`config.mk`:
```
export PLATFORM = sky130hd
export DESIGN_NAME = pdl_host
export DESIGN_NICKNAME = d
export VERILOG_FILES = /design/src/core/pdl_pkg.sv /design/src/core/pdl_host.sv
export SDC_FILE = /design/constraint.sdc
export NUM_CORES = 1
export LEC_CHECK = 0
export BUFFER_PORTS_ARGS = -buffer_cell sky130_fd_sc_hd__buf_2
export CORE_ASPECT_RATIO = 1.75
export CORE_MARGIN = 2
export CORE_UTILIZATION = 54
export DETAILED_ROUTE_END_ITERATION = 10
export MAX_ROUTING_LAYER = met4
export PLACE_DENSITY = 0.77
export SLEW_MARGIN = 15
export SYNTH_ARGS = -nofsm -noshare
export SYNTH_HDL_FRONTEND = slang
export SYNTH_SLANG_ARGS = --single-unit
export TNS_END_PERCENT = 30
```
`constraint.sdc`:
```
create_clock -name core_clk -period 2.3 [get_ports core_clk]
set_input_delay 0.23 -clock core_clk [delete_from_list [all_inputs] [get_ports core_clk]]
set_output_delay 0.23 -clock core_clk [all_outputs]
set_load 0.05 [all_outputs]
```
`src/core/pdl_pkg.sv`:
```
// constants and register map of the programming link host controller
// ==============================================================
package pdl_pkg;
  // ==============================================================
  // frame and character lengths, in bit periods, and the unlock key
  localparam logic [15:0] FRAME_BITS = 16'h000B;
  localparam logic [15:0] BREAK_BITS = 16'h000C;
  localparam logic [15:0] ENABLE_BITS = 16'h0010;
  localparam logic [2:0] KEY_LAST = 3'h7;
  localparam logic [63:0] KEY_VALUE = 64'h1289AB45CDD888FF;
  // ==============================================================
  // timing: core clock rate and slowest legal link clock
  localparam int CORE_HZ = 50000000;
  localparam int MIN_LINK_HZ = 10000;
  localparam int MAX_DIV = CORE_HZ / MIN_LINK_HZ;
  // ==============================================================
  // register word offsets (byte address = 4 * index)
  localparam logic [2:0] REG_CTRL = 3'h0;
  localparam logic [2:0] REG_CMD = 3'h1;
  localparam logic [2:0] REG_TXDATA = 3'h2;
  localparam logic [2:0] REG_RXDATA = 3'h3;
  localparam logic [2:0] REG_STATUS = 3'h4;
  // field positions
  localparam int CTRL_EN_BIT = 0;
  localparam int TX_RESP_BIT = 8;
  localparam int RX_VALID_BIT = 8;
  localparam int ST_PAR_BIT = 0;
  localparam int ST_FRM_BIT = 1;
  localparam int ST_BRK_BIT = 2;
  localparam int ST_TMO_BIT = 3;
  localparam int ST_RXMODE_BIT = 4;
  localparam int ST_BUSY_BIT = 5;
  // command codes written to the command register
  localparam logic [1:0] CMD_ENABLE = 2'h1;
  localparam logic [1:0] CMD_RESYNC = 2'h2;
  localparam logic [1:0] CMD_KEY = 2'h3;
  // reset values
  localparam logic [15:0] CNT_RESET = 16'h0000;
  localparam logic [7:0] BYTE_RESET = 8'h00;
endpackage

```
`src/core/pdl_host.sv`:
```
// host end of the two-wire programming link with an avalon register port
//
// The implementer's own choices: register access over Avalon-MM and the address map.
`timescale 1ns/1ns
`default_nettype none
module pdl_host #(
  parameter int LINK_DIV = 8,
  parameter int RX_WAIT = 1024
) (
  input wire logic core_clk,
  input wire logic nrst,
  input wire logic [2:0] avs_address,
  input wire logic avs_read,
  input wire logic avs_write,
  input wire logic [31:0] avs_writedata,
  output logic [31:0] avs_readdata,
  output logic avs_waitrequest,
  output logic link_clock_out,
  input wire logic link_data_io_in,
  output logic link_data_io_out,
  output logic link_data_io_oe
);
  typedef enum logic [2:0] {ST_IDLE, ST_ENA, ST_BRK, ST_GAP, ST_TX, ST_TURN, ST_RX} pdl_state_t;

  localparam logic [15:0] DIV_LAST = 16'(LINK_DIV - 1);
  localparam logic [15:0] DIV_HALF = 16'(LINK_DIV / 2 - 1);
  localparam logic [15:0] WAIT_LAST = 16'(RX_WAIT - 1);

  // ==============================================================
  // link clock divider
  logic [15:0] div_ff;
  logic en_ff;
  logic clk_ff;
  wire fall_tick = en_ff && (div_ff == DIV_LAST);
  wire rise_tick = en_ff && (div_ff == DIV_HALF);
  wire [15:0] div_inc = div_ff + 16'h0001;
  wire [15:0] nxt_div = (!en_ff || fall_tick) ? pdl_pkg::CNT_RESET : div_inc;

  // clock stands low while the link is off so the device times out
  always_ff @(posedge core_clk or negedge nrst) begin
    if (!nrst) begin
      div_ff <= pdl_pkg::CNT_RESET;
      clk_ff <= 1'b0;
    end else begin
      div_ff <= nxt_div;
      clk_ff <= rise_tick ? 1'b1 : (fall_tick || !en_ff) ? 1'b0 : clk_ff;
    end
  end

  // ==============================================================
  // data input synchroniser
  logic din_s1_ff;
  logic din_s2_ff;
  always_ff @(posedge core_clk or negedge nrst) begin
    if (!nrst) begin
      din_s1_ff <= 1'b1;
      din_s2_ff <= 1'b1;
    end else begin
      din_s1_ff <= link_data_io_in;
      din_s2_ff <= din_s1_ff;
    end
  end

  // ==============================================================
  // register port decode
  logic ack_ff;
  logic pend_ff;
  logic pend_resp_ff;
  logic [1:0] pend_cmd_ff;
  logic [7:0] pend_byte_ff;
  logic [31:0] rdata_ff;
  logic par_ff;
  logic frm_ff;
  logic brk_ff;
  logic tmo_ff;
  logic rxv_ff;
  logic [7:0] rxd_ff;
  pdl_state_t state_ff;
  wire sel_ctrl = avs_address == pdl_pkg::REG_CTRL;
  wire sel_cmd = avs_address == pdl_pkg::REG_CMD;
  wire sel_tx = avs_address == pdl_pkg::REG_TXDATA;
  wire sel_rx = avs_address == pdl_pkg::REG_RXDATA;
  wire sel_st = avs_address == pdl_pkg::REG_STATUS;
  // a new order is held off by waitrequest while one is still queued
  wire busy_wr = avs_write && (sel_cmd || sel_tx) && pend_ff;
  wire nxt_ack = (avs_read || avs_write) && !ack_ff && !busy_wr;
  wire acc_wr = ack_ff && avs_write;
  wire acc_rd = ack_ff && avs_read;
  wire busy = pend_ff || (state_ff != ST_IDLE);
  wire rx_mode = (state_ff == ST_TURN) || (state_ff == ST_RX);
  wire [31:0] st_word = {26'h0, busy, rx_mode, tmo_ff, brk_ff, frm_ff, par_ff};
  wire [31:0] rx_word = {23'h0, rxv_ff, rxd_ff};
  wire [31:0] ctrl_word = {31'h0, en_ff};
  wire [31:0] nxt_rdata = sel_ctrl ? ctrl_word : sel_rx ? rx_word : sel_st ? st_word : 32'h0;
  assign avs_waitrequest = !ack_ff;
  assign avs_readdata = rdata_ff;

  // ==============================================================
  // link sequencer, next-state logic
  logic [15:0] cnt_ff;
  logic [15:0] low_ff;
  logic [10:0] frame_ff;
  logic [9:0] rsh_ff;
  logic [2:0] kidx_ff;
  logic key_ff;
  logic resp_ff;
  logic second_ff;
  logic idle_ok_ff;
  logic dout_ff;
  logic oe_ff;
  pdl_state_t nxt_state;
  logic [15:0] nxt_cnt;
  logic [10:0] nxt_frame;
  logic [9:0] nxt_rsh;
  logic [2:0] nxt_kidx;
  logic nxt_key;
  logic nxt_resp;
  logic nxt_second;
  logic nxt_idle_ok;
  logic nxt_dout;
  logic nxt_oe;
  logic take;
  logic ev_par;
  logic ev_frm;
  logic ev_tmo;
  logic ev_rx;
  wire [15:0] cnt_inc = cnt_ff + 16'h0001;
  wire [7:0] key_byte = pdl_pkg::KEY_VALUE[{kidx_ff, 3'b000} +: 8];
  wire [7:0] key_next = pdl_pkg::KEY_VALUE[{3'(kidx_ff + 3'h1), 3'b000} +: 8];
  // after ten shifts: first stop bit on top, parity below it, d0 at bit 0
  wire [7:0] rx_byte = rsh_ff[7:0];
  wire rx_par = rsh_ff[8];
  wire rx_stop1 = rsh_ff[9];
  wire [7:0] tx_src = (pend_cmd_ff == pdl_pkg::CMD_KEY) ? key_byte : pend_byte_ff;
  // second stop bit is the one shifted in behind the frame
  wire [10:0] tx_frame = {1'b1, ^tx_src, tx_src, 1'b0};
  wire [10:0] key_frame = {1'b1, ^key_next, key_next, 1'b0};
  wire [10:0] frame_shr = {1'b1, frame_ff[10:1]};
  wire ev_brk = rise_tick && !oe_ff && !din_s2_ff && (low_ff == pdl_pkg::BREAK_BITS - 16'h0001);

  // bits leave at falling edges and are sampled at rising edges
  always_comb begin
    nxt_state = state_ff;
    nxt_cnt = cnt_ff;
    nxt_frame = frame_ff;
    nxt_rsh = rsh_ff;
    nxt_kidx = kidx_ff;
    nxt_key = key_ff;
    nxt_resp = resp_ff;
    nxt_second = second_ff;
    nxt_idle_ok = idle_ok_ff;
    nxt_dout = dout_ff;
    nxt_oe = oe_ff;
    take = 1'b0;
    ev_par = 1'b0;
    ev_frm = 1'b0;
    ev_tmo = 1'b0;
    ev_rx = 1'b0;
    if (!en_ff) begin
      nxt_state = ST_IDLE;
      nxt_idle_ok = 1'b0;
      nxt_dout = 1'b1;
      nxt_oe = 1'b0;
    end else if (fall_tick) begin
      nxt_cnt = cnt_inc;
      case (state_ff)
        ST_IDLE: begin
          nxt_dout = 1'b1;
          nxt_oe = 1'b1;
          nxt_idle_ok = 1'b1;
          if (pend_ff && idle_ok_ff) begin
            take = 1'b1;
            nxt_cnt = pdl_pkg::CNT_RESET;
            nxt_second = 1'b0;
            nxt_kidx = 3'h0;
            nxt_key = 1'b0;
            nxt_resp = 1'b0;
            if (pend_resp_ff || pend_cmd_ff == 2'h0 || pend_cmd_ff == pdl_pkg::CMD_KEY) begin
              nxt_state = ST_TX;
              nxt_frame = tx_frame;
              nxt_dout = 1'b0;
              nxt_key = pend_cmd_ff == pdl_pkg::CMD_KEY;
              nxt_resp = pend_resp_ff;
            end else if (pend_cmd_ff == pdl_pkg::CMD_ENABLE) begin
              nxt_state = ST_ENA;
            end else begin
              nxt_state = ST_BRK;
              nxt_dout = 1'b0;
            end
          end
        end
        ST_ENA: begin
          if (cnt_ff == pdl_pkg::ENABLE_BITS - 16'h0001) begin
            nxt_state = ST_IDLE;
          end
        end
        ST_BRK: begin
          if (cnt_ff == pdl_pkg::BREAK_BITS - 16'h0001) begin
            nxt_state = second_ff ? ST_IDLE : ST_GAP;
            nxt_dout = 1'b1;
            nxt_idle_ok = 1'b0;
          end
        end
        ST_GAP: begin
          nxt_state = ST_BRK;
          nxt_second = 1'b1;
          nxt_cnt = pdl_pkg::CNT_RESET;
          nxt_dout = 1'b0;
        end
        ST_TX: begin
          nxt_frame = frame_shr;
          nxt_dout = frame_ff[1];
          if (cnt_ff == pdl_pkg::FRAME_BITS) begin
            nxt_cnt = pdl_pkg::CNT_RESET;
            if (key_ff && kidx_ff != pdl_pkg::KEY_LAST) begin
              nxt_kidx = 3'(kidx_ff + 3'h1);
              nxt_frame = key_frame;
              nxt_dout = 1'b0;
            end else if (resp_ff) begin
              nxt_state = ST_TURN;
              nxt_oe = 1'b0;
            end else begin
              nxt_state = ST_IDLE;
              nxt_dout = 1'b1;
              nxt_idle_ok = 1'b0;
            end
          end
        end
        default: begin
          nxt_cnt = cnt_ff;
          nxt_oe = 1'b0;
        end
      endcase
    end else if (rise_tick) begin
      case (state_ff)
        ST_TURN: begin
          nxt_cnt = cnt_inc;
          if (!din_s2_ff) begin
            nxt_state = ST_RX;
            nxt_cnt = pdl_pkg::CNT_RESET;
          end else if (cnt_ff == WAIT_LAST) begin
            nxt_state = ST_IDLE;
            nxt_idle_ok = 1'b0;
            ev_tmo = 1'b1;
          end
        end
        ST_RX: begin
          nxt_cnt = cnt_inc;
          nxt_rsh = {din_s2_ff, rsh_ff[9:1]};
          if (cnt_ff == pdl_pkg::FRAME_BITS - 16'h0001) begin
            ev_par = rx_byte[0] ^ rx_byte[1] ^ rx_byte[2] ^ rx_byte[3] ^ rx_byte[4] ^
                     rx_byte[5] ^ rx_byte[6] ^ rx_byte[7] ^ rx_par;
            ev_frm = !rx_stop1 || !din_s2_ff;
            ev_rx = !ev_par && !ev_frm;
            nxt_state = ST_IDLE;
            nxt_idle_ok = 1'b0;
          end
        end
        default: begin
          nxt_state = state_ff;
        end
      endcase
    end
  end

  // sequencer registers
  always_ff @(posedge core_clk or negedge nrst) begin
    if (!nrst) begin
      state_ff <= ST_IDLE;
      cnt_ff <= pdl_pkg::CNT_RESET;
      frame_ff <= 11'h7FF;
      rsh_ff <= 10'h000;
      kidx_ff <= 3'h0;
      key_ff <= 1'b0;
      resp_ff <= 1'b0;
      second_ff <= 1'b0;
      idle_ok_ff <= 1'b0;
      dout_ff <= 1'b1;
      oe_ff <= 1'b0;
    end else begin
      state_ff <= nxt_state;
      cnt_ff <= nxt_cnt;
      frame_ff <= nxt_frame;
      rsh_ff <= nxt_rsh;
      kidx_ff <= nxt_kidx;
      key_ff <= nxt_key;
      resp_ff <= nxt_resp;
      second_ff <= nxt_second;
      idle_ok_ff <= nxt_idle_ok;
      dout_ff <= nxt_dout;
      oe_ff <= nxt_oe;
    end
  end

  // low run counter saturates so a long break counts once
  wire [15:0] low_inc = (low_ff == pdl_pkg::BREAK_BITS) ? low_ff : low_ff + 16'h0001;
  wire [15:0] nxt_low = (oe_ff || din_s2_ff) ? pdl_pkg::CNT_RESET : low_inc;
  always_ff @(posedge core_clk or negedge nrst) begin
    if (!nrst) begin
      low_ff <= pdl_pkg::CNT_RESET;
    end else if (rise_tick || oe_ff) begin
      low_ff <= nxt_low;
    end
  end

  // ==============================================================
  // register file: queued order, sticky flags (set beats clear)
  wire wr_st = acc_wr && sel_st;
  wire [31:0] wd = avs_writedata;
  always_ff @(posedge core_clk or negedge nrst) begin
    if (!nrst) begin
      ack_ff <= 1'b0;
      rdata_ff <= 32'h0;
      en_ff <= 1'b0;
      pend_ff <= 1'b0;
      pend_cmd_ff <= 2'h0;
      pend_resp_ff <= 1'b0;
      pend_byte_ff <= pdl_pkg::BYTE_RESET;
    end else begin
      ack_ff <= nxt_ack;
      rdata_ff <= nxt_ack ? nxt_rdata : rdata_ff;
      en_ff <= (acc_wr && sel_ctrl) ? wd[pdl_pkg::CTRL_EN_BIT] : en_ff;
      pend_ff <= (acc_wr && (sel_cmd || sel_tx)) || (pend_ff && !take);
      pend_cmd_ff <= (acc_wr && sel_cmd) ? wd[1:0] : (acc_wr && sel_tx) ? 2'h0 : pend_cmd_ff;
      pend_resp_ff <= acc_wr ? (sel_tx && wd[pdl_pkg::TX_RESP_BIT]) : pend_resp_ff;
      pend_byte_ff <= (acc_wr && sel_tx) ? wd[7:0] : pend_byte_ff;
    end
  end

  // status flags; a write of one clears (rx valid: a read of the rx register), a same-cycle event keeps it set
  always_ff @(posedge core_clk or negedge nrst) begin
    if (!nrst) begin
      par_ff <= 1'b0;
      frm_ff <= 1'b0;
      brk_ff <= 1'b0;
      tmo_ff <= 1'b0;
      rxv_ff <= 1'b0;
      rxd_ff <= pdl_pkg::BYTE_RESET;
    end else begin
      par_ff <= ev_par || (par_ff && !(wr_st && wd[pdl_pkg::ST_PAR_BIT]));
      frm_ff <= ev_frm || (frm_ff && !(wr_st && wd[pdl_pkg::ST_FRM_BIT]));
      brk_ff <= ev_brk || (brk_ff && !(wr_st && wd[pdl_pkg::ST_BRK_BIT]));
      tmo_ff <= ev_tmo || (tmo_ff && !(wr_st && wd[pdl_pkg::ST_TMO_BIT]));
      rxv_ff <= ev_rx || (rxv_ff && !(acc_rd && sel_rx));
      rxd_ff <= ev_rx ? rx_byte : rxd_ff;
    end
  end

  assign link_clock_out = clk_ff;
  assign link_data_io_out = dout_ff;
  assign link_data_io_oe = oe_ff;

  // ==============================================================
  // checks
  wire tx_on = state_ff == ST_TX;
  wire [7:0] tx_data = frame_ff[8:1];
  a_tx_start_low: assert property (@(posedge core_clk) disable iff (!nrst)
    tx_on && cnt_ff == 16'h0 && frame_ff[0] == 1'b0 |-> !dout_ff && oe_ff)
    else $error("start bit not driven low");
  a_tx_stop_high: assert property (@(posedge core_clk) disable iff (!nrst)
    tx_on && cnt_ff >= 16'h000A |-> dout_ff && oe_ff)
    else $error("stop bit not high");
  a_tx_bit_order: assert property (@(posedge core_clk) disable iff (!nrst)
    tx_on |-> dout_ff == frame_ff[0])
    else $error("line differs from frame bit");
  a_tx_par_even: assert property (@(posedge core_clk) disable iff (!nrst)
    tx_on && cnt_ff == 16'h0 |-> frame_ff[9] == ^tx_data)
    else $error("parity bit is not even");
  a_brk_length: assert property (@(posedge core_clk) disable iff (!nrst)
    $fell(state_ff == ST_BRK) && en_ff |-> $past(cnt_ff) == 16'h000B && dout_ff)
    else $error("break not twelve bits");
  a_resync_gap: assert property (@(posedge core_clk) disable iff (!nrst)
    state_ff == ST_GAP |-> dout_ff && oe_ff && !second_ff)
    else $error("gap between breaks not high");
  a_enable_len: assert property (@(posedge core_clk) disable iff (!nrst)
    $fell(state_ff == ST_ENA) && en_ff |-> $past(cnt_ff) == 16'h000F && dout_ff)
    else $error("enable not sixteen high bits");
  a_change_fall: assert property (@(posedge core_clk) disable iff (!nrst)
    $changed(dout_ff) && $past(en_ff) |-> $past(fall_tick))
    else $error("data changed off falling edge");
  a_idle_first: assert property (@(posedge core_clk) disable iff (!nrst)
    $rose(tx_on) |-> $past(dout_ff) && $past(idle_ok_ff))
    else $error("start without a leading idle bit");
  a_key_bytes: assert property (@(posedge core_clk) disable iff (!nrst)
    tx_on && key_ff && cnt_ff == 16'h0 |-> tx_data == key_byte)
    else $error("key byte mismatch");
  a_rx_released: assert property (@(posedge core_clk) disable iff (!nrst)
    state_ff == ST_RX |-> !oe_ff)
    else $error("driving while device answers");
  c_enable: cover property (@(posedge core_clk) disable iff (!nrst) $fell(state_ff == ST_ENA));
  c_resync: cover property (@(posedge core_clk) disable iff (!nrst) $fell(second_ff));
  c_key_done: cover property (@(posedge core_clk) disable iff (!nrst)
    key_ff && kidx_ff == pdl_pkg::KEY_LAST && $fell(tx_on));
  c_rx_byte: cover property (@(posedge core_clk) disable iff (!nrst) ev_rx);
endmodule // pdl_host
`default_nettype wire

```
== Word level (Yosys, flattened, before mapping) ==
Cells that the tools add are included.
Widths: inputs -> output; s select.

* Register bits after elaboration: 143
* Latch bits: 0
* Memory bits (writable): 0
* Memory bits (read-only): 0
* Logic and storage cells: 279
* Memories: 0

* Add/subtract/negate cells: 4
* Multipliers: 0
* Div/mod/pow operators: 0
* Magnitude comparators: 0
* Equality and inequality tests: 48
* Shift operators: 2
* Mux-type cells: 101
* Bitwise gates (word level): 9
* Reductions and logical operators: 86

{| class="wikitable"
|+ Operators by type and width
! operator !! count
|-
| $mux 16 || 8
|-
| $shiftx 64x7->8 const A || 2
|-
| $eq 16x4->1 const B || 5
|-
| $pmux 16 s4 || 1
|-
| $mux 1 || 54
|-
| $add 16x1->16 const B || 3
|-
| $mux 3 || 16
|-
| $pmux 16 s2 || 1
|-
| $logic_and 1x1->1 || 31
|-
| $ne 4x4->1 const B || 6
|-
| $mux 11 || 2
|-
| $pmux 11 s2 || 1
|-
| $mux 10 || 2
|-
| $reduce_and 10->1 || 2
|-
| $mux 9 || 2
|-
| $eq 16x10->1 const B || 1
|-
| $eq 16x2->1 const B || 1
|-
| $eq 16x3->1 const B || 1
|-
| $logic_or 1x1->1 || 16
|-
| $reduce_and 4->1 || 4
|-
| $reduce_xor 8->1 || 2
|-
| $pmux 3 s5 || 1
|-
| $logic_not 1->1 || 14
|-
| $eq 3x2->1 const B || 4
|-
| other kinds (35) || 70
|}

== Longest topological paths before layout ==
* Depth after elaboration: 16
* Mapped depth: 9

== Least setup slack after synthesis ==
No wires, ideal clock.

* Path kind: reg-to-reg
* Start: register kidx_ff[1]
* End: register frame_ff[9]
* Setup time: 0.064 ns
* Data arrival time: 2.312 ns
* Required time: 2.236 ns
* Setup slack: -0.076 ns
* Stages on the path, launching flop included: 10
* Period minus slack after synthesis: 2.376 ns
* Path through: dfrtp_1 -> inv_1 -> ha_1 -> clkbuf_1 -> nand2b_1 -> a31oi_1 -> xnor3_1 -> xnor3_1 -> or3_1 -> nand3_1

* Word-level cells in the longest chain between the ends: 6
* Elaborated cells on any way between the ends: 13

{| class="wikitable"
|+ RTL lines
! element !! RTL line !! source
|-
| from (decl) || pdl_host.sv:104 || <nowiki>logic [2:0] kidx_ff;</nowiki>
|-
| from (signal assigned) || pdl_host.sv:285 || <nowiki>kidx_ff <= nxt_kidx;</nowiki>
|-
| $add 3x1->3 or $shiftx 64x7->8 (tied branches) || pdl_host.sv:129, pdl_host.sv:128 ||
|-
| $shiftx 64x7->8 or $mux 8 (tied branches) || pdl_host.sv:129, pdl_host.sv:134 ||
|-
| $reduce_xor 8->1 (on tied branches) || pdl_host.sv:137, pdl_host.sv:136 ||
|-
| $mux 10 or $mux 11 (tied branches) || pdl_host.sv:215, pdl_host.sv:178 ||
|-
| $mux 10 or $mux 11 (tied branches) || pdl_host.sv:213, pdl_host.sv:171 ||
|-
| $pmux 11 s2 (*) || pdl_host.sv:166 || <nowiki>case (state_ff)</nowiki>
|-
| to (signal assigned) || pdl_host.sv:283 || <nowiki>frame_ff <= nxt_frame;</nowiki>
|-
| to (decl) || pdl_host.sv:102 || <nowiki>logic [10:0] frame_ff;</nowiki>
|}

Every way passes the cells marked *; elsewhere a longest branch is shown, timed or not. The select of a mux whose other input is x is not followed.
A chain may end at the register's enable or synchronous reset.

== Worst setup path in the final report ==
* Start: register state_ff[1]
* End: register cnt_ff[6]

* Word-level cells in the longest chain between the ends: 4
* Elaborated cells on any way between the ends: 15

{| class="wikitable"
|+ RTL lines
! element !! RTL line !! source
|-
| from (decl) || pdl_host.sv:78 || <nowiki>pdl_state_t state_ff;</nowiki>
|-
| from (signal assigned) || pdl_host.sv:281 || <nowiki>state_ff <= nxt_state;</nowiki>
|-
| $eq 3x2->1, or another cell as far along || pdl_host.sv:166 ||
|-
| $reduce_or 2->1 (no source line) or $pmux 16 s2 (tied branches) || - ||
|-
| $ne 5x2->1 (no source line), or another cell as far along || - ||
|-
| $reduce_and 4->1 (no source line) or $mux 16 (tied branches) || - ||
|-
| to (signal assigned) || pdl_host.sv:270 || <nowiki>cnt_ff <= pdl_pkg::CNT_RESET;</nowiki>
|-
| to (signal assigned) || pdl_host.sv:282 || <nowiki>cnt_ff <= nxt_cnt;</nowiki>
|-
| to (decl) || pdl_host.sv:100 || <nowiki>logic [15:0] cnt_ff;</nowiki>
|}

Several ways; a longest one is shown, not always the timed one. The select of a mux whose other input is x is not followed.

==> metrics.yaml <==
drt:
  met3_length_um: 774
  met1_length_mm: 6.81
  drtIter0Drc: 418
  viasPerCell: 5.96
  drt-wirelength-per-cell_um: 17.9
  routed_wl_mm: 19.1
  route.detailed.drc: 0
  top_layer_used: "met4"
  detail-route-antenna-nets: 0
  dr.pass1.iters: 5
  dr_wl_met2_mm: 10.4
  num_vias: 6361
cts:
  path_clk_slew_ps: 60
  clkSinkCount: 118
  cts_made_buffers: 17
  htreeDepth: 4
  cts_root_buf: "clkbuf_16"
  cts_tree: "built"
  insertion_delay_ps: 430
  cts_buffer_depth: 2
worst_hold_path:
  hold_depth: 2
  hold_end: "pend_byte_ff[4]"
  hold_start: "avs_writedata[4]"
  hold_path_class: "primary input to flip-flop"
die:
  die-area_um2: 13900
  initial_core_util: 0.548
  die_h_um: 155
  coreArea_um2: 12800
  die_x_um: 90.1
  io_pins: 76
  rows: 55
timing:
  period_share: 1.03
  tightest_slew_ps: 1040
  clock_skew_ps: 8.89
  hold_viol_final: 0
  grt_setup_unrepaired: "yes"
  fmax_mhz: 423
  setup_ws_ps: -63.8
  report.final.setup_viol: 7
  slew_headroom: 0.306
  hold_slack_ps: 33.6
  min_period_ps: 2360
  drv_slew: 0
pwr:
  leakage_nw: 3.73
  power.internal_w: 0.00422
  ir_drop_mv: 0.600
  power_frac_seq: 0.382
  cellPowerDensity_nw_per_um2: 699
  pwr-share-clk: 0.427
  switching_share: 0.310
  p_sw_w: 0.00190
  pwr-share-comb: 0.190
global_routing:
  overflow: 0
  grt_pass1_wl_mm: 30.4
  track_usage: 0.285
  grt_max_degree: 51
  antenna_found_initial: 1
  grt_pass1_vias: 6357
worst_setup_path:
  crit_fanout: 8
  critPathLaunchType: "flip-flop"
  path_buf_inv: 3
  r2r_cells: 9
  rrSetupSlack_ps: -60
  critPathSlowestCell: "dfrtp_1"
  slowest_delay_ps: 450
  crit_chain: "buf_4, nor2_2, o21ai_1, a211oi_4, buf_4, a21oi_1, clkdlybuf4s15_2, a21oi_1, o21ai_0"
  critPathKind: "flip-flop to flip-flop"
  worstReg2RegStart: "state_ff[1]"
  rr_endpoint: "cnt_ff[6]"
  critPathCaptureType: "flip-flop"
  critPathArrivalTime_ps: 2670
  crit_family: "compound AO/OA/AOI/OAI gates"
  critPathRequiredTime_ps: 2610
logic_synthesis:
  synth_area_leaders: "dfrtp_1 38%, mux2_2 5.3%, o21ai_0 5.0%, dfstp_2 4.5%, nand2_1 3.5%"
  synth_flop_cell: "dfrtp_1"
  async_reset_ff_frac: 1.00
  syn_inst: 762
  synth_seq_cells: 118
  synth_cell_types: 73
  synth.yosys.seq_area_share: 0.423
  synth_area_um2: 7010
  synth_warnings: 0
  synth_top_area_share: 0.378
  synth_area_per_cell_um2: 9.20
  yosysTopAreaCell: "dfrtp_1"
  synth-edff-count: 0
final_layout:
  drive_gt1_frac: 0.285
  area_growth_syn_to_layout_pct: 24.9
  final_nets: 933
  fin_area_um2: 8750
placement:
  port_buffers: 29
  dp_hpwl_mm: 13.7
  dpl_cell_area_um2: 7890
  gp_congestion: 0.954
outcome:
  violations: "negative setup slack"
  status: "finished, violations left"
flow_run:
  max_cap_violations: 0
[worst max path at each step]
stage	to	slack [ps]	startpoint	depth (start not counted)
detailed placement	cnt_ff[12]	-320	div_ff[0]	8
floorplan	frame_ff[9]	20	kidx_ff[0]	8
global placement	cnt_ff[12]	-180	div_ff[0]	8
finish	cnt_ff[6]	-60	state_ff[1]	9
CTS	frame_ff[9]	-50	kidx_ff[0]	8
global route	cnt_ff[15]	-180	div_ff[1]	11
[cell families after synthesis]
| kind of cell | Yosys count | synth area share |
|---|---|---|
| AO/OA/AOI/OAI | 199 | 0.181 |
| flip-flops | 118 | 0.423 |
| adder cells (fa/ha/maj) | 11 | 0.0196 |
| buffers and inverters | 90 | 0.0623 |
| multiplexers | 38 | 0.0601 |
| AND/OR/NAND/NOR | 271 | 0.207 |
| XOR/XNOR | 34 | 0.0464 |
| other | 1 | 0.000535 |
[metrics by stage]
stage	setup slack [ps]	util	TNS [ps]	cells	power, W
after CTS	-51.4	0.670	-51.4	1057	0.00611
final	-63.8	0.684	-331	1067	0.00612
after global placement	-178	0.617	-1420	1021	0.00344
after floorplan	25.0	-	0	784	0.00310
after detailed placement	-319	0.617	-3230	1021	0.00348
after global routing	-185	0.684	-2300	1067	0.00634
[cell type report]
cell class | count | area (um^2)
multi-input combinational | 577 | 3870
sequential | 118 | 2970
clock inverter | 13 | 136
tap | 171 | 214
inverter | 31 | 116
antenna | 1 | 2.50
fill | 993 | 4050
timing repair buffer | 137 | 1000
clock buffer | 19 | 443
[layout by cell type (no fill, tap or decap), types with 9 or more instances in the layout]
cell,Yosys,routed
conb_1,1,23
dfrtp_1,106,105
inv_1,30,28
xor2_1,11,11
o31ai_1,11,11
nor2_1,60,58
nand2b_1,17,17
nand2_1,66,66
xnor2_1,21,21
clkbuf_16,0,17
and3_1,9,9
nor3_1,15,14
a22oi_1,9,9
nand3_1,32,31
a21oi_1,34,31
o21ai_0,70,66
mux2_2,33,33
or3_1,10,9
nand4_1,9,9
buf_2,10,28
dfstp_2,12,12
buf_4,23,101
[per-layer routing]
layer	vias up	track usage
met5	-	-
met2	227	0.517
met3	70	0.0492
li1	2969	-
met4	0	0.182
met1	3095	0.276
[synth_stat cells, types with 6 or more instances]
cell type	count
and3_1	9
dfstp_2	12
nor3_1	15
or4_1	8
or3_1	10
nand2b_1	17
o211ai_1	8
buf_2	10
clkbuf_1	24
ha_1	11
nor2_1	60
mux2_2	33
a31oi_1	9
dfrtp_1	106
o31ai_1	11
a22o_1	6
o21ai_0	70
and2_1	7
a211oi_1	9
inv_1	30
xor2_1	11
xnor2_1	21
a21oi_1	34
nand2_1	66
nand4_1	9
nand3_1	32
a22oi_1	9
buf_4	23
[timing repair]
action	in CTS	in global routing
pin swaps	4	9
cloned	1	1
setup endpoints to repair	25	56
hold endpoints to repair	44	0
setup buffers	1	8
hold buffers	2	0
gates resized for setup	10	29
[state kept, by name (all words and copies together) (netlist names), 2 cells and up]
register and cells:
rsh_ff 10, frame_ff 9, pend_cmd_ff 2, div_ff 16, low_ff 16, pend_byte_ff 8
rxd_ff 8, state_ff 3, kidx_ff 3, avs_readdata 9, cnt_ff 16
[power groups by stage]
stage | clock network, W | registers [W] | logic (W)
6_report | 0.00262 | 0.00234 | 0.00117
4_1_cts | 0.00264 | 0.00233 | 0.00114
3_5_place_dp | 0 | 0.00236 | 0.00112
3_3_place_gp | 0 | 0.00235 | 0.00109
5_1_grt | 0.00274 | 0.00235 | 0.00125
2_1_floorplan | 0 | 0.00241 | 0.000686
Note: power is estimated with default switching activity, not from simulation.
